## src/design/rsw_pkg.sv

```systemverilog
/*
  Constants for the reset source and watchdog controller: register map,
  field positions, reset values and timing figures.
  Assumes a 100 MHz system clock and a 32-bit Avalon-MM register port.
*/
package rsw_pkg;

  // Clock and timing figures, each kept in its own unit
  localparam int unsigned CLK_PERIOD_NS      = 10;
  localparam int unsigned PIN_MIN_PULSE_NS   = 900;   // Least low time on the reset pin
  localparam int unsigned DROP_MIN_PULSE_US  = 2;     // Least time below the trigger level
  localparam logic [15:0] PIN_MIN_CYC        =
    16'((PIN_MIN_PULSE_NS + CLK_PERIOD_NS - 1) / CLK_PERIOD_NS);
  localparam logic [15:0] DROP_MIN_CYC       =
    16'((DROP_MIN_PULSE_US * 1000 + CLK_PERIOD_NS - 1) / CLK_PERIOD_NS);

  // Register byte offsets
  localparam logic [4:0]  OFS_CAUSE   = 5'h00;   // reset_cause_flags
  localparam logic [4:0]  OFS_WDCTRL  = 5'h04;   // Watchdog control
  localparam logic [4:0]  OFS_WDKICK  = 5'h08;   // Watchdog restart strobe
  localparam logic [4:0]  OFS_CMPCTL  = 5'h0c;   // comparator_ctrl_stat
  localparam logic [4:0]  OFS_STATUS  = 5'h10;   // Block status

  // reset_cause_flags bit positions
  localparam int unsigned CAUSE_POR   = 0;   // powerup_reset_seen
  localparam int unsigned CAUSE_PIN   = 1;   // pin_reset_seen
  localparam int unsigned CAUSE_DROP  = 2;   // supply_drop_reset_seen
  localparam int unsigned CAUSE_WDOG  = 3;   // wdog_reset_seen
  localparam logic [3:0]  CAUSE_RESET = 4'h1;  // Power-up seen after reset

  // Watchdog control bit positions
  localparam int unsigned WD_EN       = 0;
  localparam int unsigned WD_IE       = 1;
  localparam int unsigned WD_IF       = 2;
  localparam int unsigned WD_CE       = 3;
  localparam int unsigned WD_PER_LSB  = 4;   // Four-bit period select in [7:4]

  // Comparator control and status bit positions
  localparam int unsigned CMP_BGSEL   = 0;   // comparator_bandgap_select
  localparam int unsigned ST_VREF     = 0;
  localparam int unsigned ST_DROP_EN  = 1;
  localparam int unsigned ST_LEVEL2   = 2;

  // Watchdog period table: base count doubled per select code
  localparam logic [20:0] WD_BASE_CYC = 21'h000800;  // 2K oscillator cycles
  localparam logic [3:0]  WD_MAX_SEL  = 4'h9;        // Ten selectable periods
  localparam logic [2:0]  CE_WINDOW   = 3'h4;        // Change window in clocks
  localparam logic [2:0]  DROP_OFF    = 3'h7;        // Level code that disables detection

endpackage : rsw_pkg

```

## src/design/rsw_ctrl.sv

```systemverilog
/*
  Reset source combiner, start-up delay stretcher, reset cause flags,
  watchdog with reset or interrupt action, and voltage reference enable.
  Assumes fuses, converter enable, restart strobe and delay length come
  from logic on mclk; pin, supply monitor and 128 kHz oscillator inputs
  are asynchronous and are synchronised here.
*/
// Local design decisions: the placing of the registers and register access over Avalon-MM.
`timescale 1ns/1ps
module rsw_ctrl #(
  parameter int unsigned DLY_W = 16
) (
  // Clock and reset
  input  wire  logic                 mclk,
  input  wire  logic                 rst,
  // Avalon-MM register port
  input  wire  logic [4:0]           avs_address,
  input  wire  logic                 avs_read,
  input  wire  logic                 avs_write,
  input  wire  logic [31:0]          avs_writedata,
  input  wire  logic [3:0]           avs_byteenable,
  output logic       [31:0]          avs_readdata,
  output logic                       avs_waitrequest,
  // Asynchronous inputs from pin, supply monitors and oscillator
  input  wire  logic                 reset_pin_n,
  input  wire  logic                 supply_below_por,
  input  wire  logic                 supply_below_trigger,
  input  wire  logic                 wdog_osc_clk,
  // Configuration and strobes from the system clock domain
  input  wire  logic [2:0]           supply_drop_level_fuse,
  input  wire  logic                 wdog_safety_fuse,
  input  wire  logic                 wdog_restart_instr,
  input  wire  logic                 converter_enable,
  input  wire  logic [DLY_W-1:0]     startup_delay_period,
  // Reset and control outputs
  output logic                       internal_reset,
  output logic                       io_reset,
  output logic                       wdog_irq,
  output logic                       vref_enable,
  output logic                       supply_drop_enable,
  output logic [2:0]                 supply_drop_level
);
  import rsw_pkg::*;

  // Refuse delay widths beyond the 32-bit count that software and checks compare against;
  // the test runs at elaboration, so a bad build never reaches simulation
  if (DLY_W < 1 || DLY_W > 32) begin : g_bad_width
    $error("rsw_ctrl: DLY_W must lie between 1 and 32");
  end

  typedef struct packed {
    logic             pin_s1;
    logic             pin_s2;
    logic             por_s1;
    logic             por_s2;
    logic             bot_s1;
    logic             bot_s2;
    logic             osc_s1;
    logic             osc_s2;
    logic             osc_d;
    logic [15:0]      pin_cnt;
    logic             pin_act;
    logic [15:0]      drop_cnt;
    logic             drop_act;
    logic             wd_pulse;
    logic [DLY_W-1:0] dly_cnt;
    logic             int_rst;
    logic             io_rst;
    logic [3:0]       flags;
    logic             wd_en;
    logic             wd_ie;
    logic             wd_if;
    logic [3:0]       wd_per;
    logic [2:0]       ce_cnt;
    logic [20:0]      wd_cnt;
    logic             bgsel;
    logic             vref;
    logic             drop_en;
    logic [2:0]       level;
    logic             irq;
    logic             ack;
    logic [31:0]      rdata;
  } rsw_state_t;

  rsw_state_t st_reg;
  rsw_state_t st_next;

  // Time-out count for a period select; reserved codes use the longest period
  function automatic logic [20:0] rsw_limit(input logic [3:0] sel);
    logic [3:0] s;
    s = (sel > WD_MAX_SEL) ? WD_MAX_SEL : sel;
    return WD_BASE_CYC << s;
  endfunction : rsw_limit

  // Register read mux, used only for the bus read data
  function automatic logic [31:0] rsw_read(input rsw_state_t s, input logic [4:0] a, input logic lvl2);
    logic [31:0] d;
    d = 32'h0;
    case (a)
      OFS_CAUSE: begin
        d[3:0] = s.flags;                            // Upper bits stay zero
      end
      OFS_WDCTRL: begin
        d[WD_EN] = s.wd_en | s.flags[CAUSE_WDOG] | lvl2;
        d[WD_IE] = s.wd_ie;
        d[WD_IF] = s.wd_if;
        d[WD_CE] = (s.ce_cnt != 3'h0);
        d[WD_PER_LSB +: 4] = s.wd_per;
      end
      OFS_CMPCTL: begin
        d[CMP_BGSEL] = s.bgsel;
      end
      OFS_STATUS: begin
        d[ST_VREF] = s.vref;
        d[ST_DROP_EN] = s.drop_en;
        d[ST_LEVEL2] = lvl2;
      end
      default: begin
        d = 32'h0;                                   // Unmapped offsets read zero
      end
    endcase
    return d;
  endfunction : rsw_read

  logic lvl2;
  assign lvl2 = wdog_safety_fuse;

  // Next-state logic for the whole block
  always_comb begin
    logic        src;
    logic        drop_on;
    logic        wd_run;
    logic        wd_eff;
    logic        tick;
    logic        timeout;
    logic        wr;
    logic        wr_lo;
    logic        win;
    logic [31:0] wd_wd;
    src = 1'b0;
    drop_on = 1'b0;
    wd_run = 1'b0;
    wd_eff = 1'b0;
    tick = 1'b0;
    timeout = 1'b0;
    wr = 1'b0;
    wr_lo = 1'b0;
    win = 1'b0;
    wd_wd = avs_writedata;
    st_next = st_reg;

    // Two-stage synchronisers; only the second stage feeds logic, except the oscillator, whose third stage osc_d also feeds the edge detect
    st_next.pin_s1 = reset_pin_n;
    st_next.pin_s2 = st_reg.pin_s1;
    st_next.por_s1 = supply_below_por;
    st_next.por_s2 = st_reg.por_s1;
    st_next.bot_s1 = supply_below_trigger;
    st_next.bot_s2 = st_reg.bot_s1;
    st_next.osc_s1 = wdog_osc_clk;
    st_next.osc_s2 = st_reg.osc_s1;
    st_next.osc_d  = st_reg.osc_s2;
    tick = st_reg.osc_s2 & ~st_reg.osc_d;            // Oscillator rising edge

    // Pin reset qualifies only after the least low time
    if (st_reg.pin_s2) begin
      st_next.pin_cnt = 16'h0;
      st_next.pin_act = 1'b0;
    end else if (st_reg.pin_cnt >= PIN_MIN_CYC - 16'h1) begin
      st_next.pin_act = 1'b1;
    end else begin
      st_next.pin_cnt = st_reg.pin_cnt + 16'h1;
    end

    // Supply drop detection, gated by the level fuse; short dips are filtered
    drop_on = (supply_drop_level_fuse != DROP_OFF);
    st_next.drop_en = drop_on;
    st_next.level = supply_drop_level_fuse;          // Trigger level for the analog comparator
    if (!drop_on || !st_reg.bot_s2) begin
      st_next.drop_cnt = 16'h0;
      st_next.drop_act = 1'b0;
    end else if (st_reg.drop_cnt >= DROP_MIN_CYC - 16'h1) begin
      st_next.drop_act = 1'b1;
    end else begin
      st_next.drop_cnt = st_reg.drop_cnt + 16'h1;
    end

    // Any active source holds reset and reloads the delay; release after the count
    src = st_reg.por_s2 | st_reg.pin_act | st_reg.drop_act | st_reg.wd_pulse;
    st_next.io_rst = src;
    if (src) begin
      st_next.dly_cnt = startup_delay_period;
      st_next.int_rst = 1'b1;
    end else if (st_reg.dly_cnt != '0) begin
      st_next.dly_cnt = st_reg.dly_cnt - 1'b1;
      st_next.int_rst = 1'b1;
    end else begin
      st_next.int_rst = 1'b0;
    end

    // Reference is on for the detector, the comparator or the converter
    st_next.vref = drop_on | st_reg.bgsel | converter_enable;

    // Bus handshake: one wait cycle, then a single ready cycle
    st_next.ack = (avs_read | avs_write) & ~st_reg.ack;
    if ((avs_read | avs_write) && !st_reg.ack) begin
      st_next.rdata = avs_read ? rsw_read(st_reg, avs_address, lvl2) : 32'h0;
    end
    wr = avs_write & st_reg.ack;
    wr_lo = wr & avs_byteenable[0];

    // Change window counts down; opened by writing change and enable together
    win = (st_reg.ce_cnt != 3'h0);
    if (win) begin
      st_next.ce_cnt = st_reg.ce_cnt - 3'h1;
    end

    // Watchdog control writes
    if (wr_lo && avs_address == OFS_WDCTRL) begin
      if (wd_wd[WD_CE] && wd_wd[WD_EN]) begin
        st_next.ce_cnt = CE_WINDOW;
      end
      if (wd_wd[WD_EN]) begin
        st_next.wd_en = 1'b1;
      end else if (win && !lvl2) begin
        st_next.wd_en = 1'b0;                        // Timed disable, level 1 only
      end
      if (!lvl2 || win) begin
        st_next.wd_per = wd_wd[WD_PER_LSB +: 4];     // Level 2 needs the window
      end
      st_next.wd_ie = wd_wd[WD_IE];
      if (wd_wd[WD_IF]) begin
        st_next.wd_if = 1'b0;                        // Written one clears the flag
      end
    end
    if (wr_lo && avs_address == OFS_CMPCTL) begin
      st_next.bgsel = wd_wd[CMP_BGSEL];
    end

    // Watchdog counter and time-out action
    wd_eff = st_reg.wd_en | st_reg.flags[CAUSE_WDOG] | lvl2;
    wd_run = wd_eff | st_reg.wd_ie;
    st_next.wd_pulse = 1'b0;                         // One clock only
    if (!wd_run || st_reg.int_rst || wdog_restart_instr ||
        (wr && avs_address == OFS_WDKICK)) begin
      st_next.wd_cnt = 21'h0;
    end else if (tick) begin
      timeout = (st_reg.wd_cnt >= rsw_limit(st_reg.wd_per) - 21'h1);
      st_next.wd_cnt = timeout ? 21'h0 : st_reg.wd_cnt + 21'h1;
    end
    if (timeout) begin
      if (st_reg.wd_ie) begin
        st_next.wd_if = 1'b1;
        if (wd_eff) begin
          st_next.wd_ie = 1'b0;                      // Next expiry will reset
        end
      end else begin
        st_next.wd_pulse = 1'b1;
      end
    end
    st_next.irq = st_next.wd_if & st_next.wd_ie;

    // Chip reset returns the control registers to their idle values
    if (st_reg.int_rst) begin
      st_next.wd_en = 1'b0;
      st_next.wd_ie = 1'b0;
      st_next.wd_if = 1'b0;
      st_next.wd_per = 4'h0;
      st_next.ce_cnt = 3'h0;
      st_next.bgsel = 1'b0;
      st_next.irq = 1'b0;
    end

    // Cause flags: a written zero clears, a new event wins over the clear
    if (wr_lo && avs_address == OFS_CAUSE) begin
      st_next.flags = st_reg.flags & wd_wd[3:0];
    end
    if (st_reg.wd_pulse) begin
      st_next.flags[CAUSE_WDOG] = 1'b1;
    end
    if (st_reg.drop_act) begin
      st_next.flags[CAUSE_DROP] = 1'b1;
    end
    if (st_reg.pin_act) begin
      st_next.flags[CAUSE_PIN] = 1'b1;
    end
    if (st_reg.por_s2) begin
      st_next.flags = CAUSE_RESET;                   // Power-up clears the others
    end
  end

  // State register; reset behaves as a power-up with the supply still low
  always_ff @(posedge mclk) begin
    if (rst) begin
      st_reg          <= '0;
      st_reg.pin_s1   <= 1'b1;
      st_reg.pin_s2   <= 1'b1;
      st_reg.por_s1   <= 1'b1;                       // Holds the source until synced
      st_reg.por_s2   <= 1'b1;
      st_reg.int_rst  <= 1'b1;
      st_reg.io_rst   <= 1'b1;
      st_reg.flags    <= CAUSE_RESET;
      st_reg.level    <= DROP_OFF;
    end else begin
      st_reg <= st_next;
    end
  end

  // Outputs straight from the state register
  assign avs_readdata       = st_reg.rdata;
  assign avs_waitrequest    = ~st_reg.ack;
  assign internal_reset     = st_reg.int_rst;
  assign io_reset           = st_reg.io_rst;
  assign wdog_irq           = st_reg.irq;
  assign vref_enable        = st_reg.vref;
  assign supply_drop_enable = st_reg.drop_en;
  assign supply_drop_level  = st_reg.level;

endmodule : rsw_ctrl

```

## config.mk

```make
export PLATFORM = sky130hd
export DESIGN_NAME = rsw_ctrl
export DESIGN_NICKNAME = d
export VERILOG_FILES = /design/src/design/rsw_pkg.sv /design/src/design/rsw_ctrl.sv
export SDC_FILE = /design/constraint.sdc
export NUM_CORES = 1
export LEC_CHECK = 0
export BUFFER_PORTS_ARGS = -buffer_cell sky130_fd_sc_hd__buf_2
export CORE_ASPECT_RATIO = 1.25
export CORE_UTILIZATION = 59
export DETAILED_ROUTE_END_ITERATION = 7
export PLACE_DENSITY_LB_ADDON = 0.25
export SYNTH_ARGS = -nofsm -noshare
export SYNTH_HDL_FRONTEND = slang
export SYNTH_SLANG_ARGS = --single-unit
```

## constraint.sdc

```tcl
create_clock -name mclk -period 5.4 [get_ports mclk]
set_input_delay 0.54 -clock mclk [delete_from_list [all_inputs] [get_ports mclk]]
set_output_delay 0.54 -clock mclk [all_outputs]
set_load 0.02 [all_outputs]
```

==> flow_summary.json <==
{
  "dpl-instance-area_sq_um": 5480,
  "max_stage_delay_ps": 800,
  "cts_root_buf": "clkbuf_8",
  "synth_area_leaders": "dfxtp_1 43%, nor2_1 5.8%, buf_4 5.1%, ha_1 4.5%, xnor2_1 3.8%",
  "hpwl_microns": 7510,
  "synth_area_sq_um": 5270,
  "io_buffers": 60,
  "core_area_sq_um": 8650,
  "ys_types": 63,
  "synth_edf_count": 0,
  "regToRegSetupSlack_ps": 1660,
  "dp_slack_ps": 1820,
  "wl_per_cell_microns": 14.3,
  "synth_top_area_share_pct": 42.9,
  "drc": 0,
  "clockBufferDepth": 2,
  "finalWorstSetupSlack_ps": 1660,
  "crit_chain": "or2_2, nand2b_1, ha_1, nor3_1, a21o_1, a32oi_1, ha_1, a211oi_1, nor2_1, o31ai_1, nand4_1, nor2_1",
  "yosysTopAreaCell": "dfxtp_1",
  "start_util_pct": 60.9,
  "first_pass_iters": 5,
  "post-route-period-util_pct": 69.2,
  "final_area_sq_um": 6100,
  "vdd_ir_drop_max_mv": 0.299,
  "power_mw": 2.15,
  "setup_violations": 0,
  "synthFlopType": "dfxtp_1",
  "grt_pass1_vias": 4080,
  "fin_nets": 724,
  "antenna_cells": 0,
  "largest_register_ffs": 92,
  "worst_slew_pin_slew_ps": 905,
  "drive_above_1_share_pct": 19.0,
  "htreeDepth": 4,
  "timing.rr.start": "st_reg[64]$_SDFFE_PP0P_",
  "max_cap_violations": 0,
  "ys_seq_area_share_pct": 42.9,
  "crit_path_start_kind": "flop",
  "rows": 38,
  "slew_violations": 0,
  "postRouteAntennaNets": 0,
  "ys_warn_count": 0,
  "grt_max_degree": 32,
  "grt_usage_pct": 25.6,
  "post_cts_buffers": 0,
  "worstPathRequired_ps": 5840,
  "cp_max_fo": 21,
  "place.gp.congestion": 0.839,
  "hold_violations": 0,
  "grt.overflow.total": 0,
  "hp-class": "in2reg",
  "crit_path_top_delay_cell": "nand4_1",
  "cp.depth": 12,
  "grt_pass1_wl_microns": 18400,
  "startpoint": "st_reg[64]$_SDFFE_PP0P_",
  "fin_setup_tns_ps": 0,
  "synth_cells": 583,
  "placed_cells": 735,
  "vias": 4153,
  "async_flop_share_pct": 0,
  "dieWidth_microns": 86.5,
  "cp-endpoint": "st_reg[56]$_SDFFE_PP0P_",
  "die_h_microns": 108,
  "clock_sinks": 113,
  "skew_ps": 7.64,
  "drtIter0Drc": 159,
  "rsz0062_at_grt": "no",
  "post-route-min-period_ps": 3740,
  "io_pins": 112,
  "cts_hold_buf": 0,
  "max_slew_margin_pct": 39.5,
  "wirelength_microns": 10900,
  "layoutNonFillerInstCount": 766,
  "synth-seq-cells": 113,
  "critical_path_class": "reg2reg",
  "antenna_found_initial": 0,
  "nFillCells": 689,
  "vias_per_cell": 5.42,
  "status": "completed",
  "cts_tree": "built",
  "post_cts_resized": 0,
  "p_leak_nw": 2.43,
  "worstSetupEndpointType": "flop",
  "critPathTopFamily": "simple AND/OR/NAND/NOR gates",
  "syn_avg_cell_area_sq_um": 9.04,
  "path_clk_slew_ps": 50,
  "worstPathArrival_ps": 4170,
  "worstRegToRegCells": 12,
  "synth.most_common_cell": "dfxtp_1",
  "syn_to_final_growth_pct": 15.7,
  "clk_latency_ps": 520,
  "die_area_sq_um": 9320,
  "synth_top_cells_by_count": "113 x dfxtp_1, 82 x nor2_1, 36 x buf_4",
  "cts_buffers": 17,
  "path_buf_inv": 0,
  "fmax_mhz": 268,
  "p_per_area_nw_per_um2": 352,
  "r2r-end": "st_reg[56]$_SDFFE_PP0P_"
}
==> worst min-delay path by stage <==
stage | from | endpoint | slack (ps) | depth (start not counted)
floorplan | st_next[133]$_SDFF_PP1_ | st_reg[133]$_SDFF_PP1_ | 390 | 1
global placement | st_next[133]$_SDFF_PP1_ | st_reg[133]$_SDFF_PP1_ | 400 | 1
CTS | reset_pin_n | st_next[135]$_SDFF_PP1_ | 180 | 2
detailed placement | st_next[133]$_SDFF_PP1_ | st_reg[133]$_SDFF_PP1_ | 400 | 1
finish | reset_pin_n | st_next[135]$_SDFF_PP1_ | 200 | 2
global route | reset_pin_n | st_next[135]$_SDFF_PP1_ | 200 | 2
==> layer usage <==
layer,vias to the layer above,track usage [%],share of wire [%],routed length (microns)
met2,90,44.5,50,5510
met1,1971,29.6,43,4720
met3,22,6.29,4.5,493
li1,2070,-,-,-
met4,0,11.1,2.0,217
met5,-,0,0,0
==> power breakdown <==
group          internal [mW]  switching, mW
combinational         0.0411         0.0672
sequential             0.850         0.0140
clock                  0.801          0.374
total                   1.69          0.455
==> area by class of cell <==
cell class / instances / area [sq um] / share of cell area [%]
clock inverters: 11 / 186 / 3.06
flip-flops and latches: 113 / 2260 / 37.1
well taps: 120 / 150 / 2.46
multi-input cells: 422 / 2690 / 44.0
clock buffers: 20 / 435 / 7.14
repair buffers: 61 / 308 / 5.05
inverters: 19 / 71.3 / 1.17
==> placed cells by master (no fill, tap or decap), drive strengths merged, types with 9 or more instances in the layout <==
cell type,n
or2,12
and3,17
dfxtp,113
mux2i,9
nor3,12
inv,19
clkbuf,20
nor2,82
a211oi,15
nand2,31
xnor2,23
and2,13
a21oi,23
nand4,9
nor4,11
nand3,22
o21ai,13
conb,25
buf,61
xor2,18
ha,19
==> per-stage QoR <==
stage               util, %  hold WS (ps)
floorplan                 -           389
global placement       63.3           404
detailed placement     63.3           401
CTS                    70.5           184
global route           70.5           200
finish                 70.5           199
==> cell families (layout without fill, tap and decap cells) <==
group	count (synthesis)	count (layout)	synth area share, %
fa+ha+maj	19	19	4.51
xor+xnor	41	41	6.81
buf+inv	71	111	7.86
compound gates	84	84	10.9
mux	11	11	2.14
simple gates	242	242	24.7
flops	113	113	42.9
other cells	2	25	0.143
Note: power is estimated with default switching activity, not from simulation.
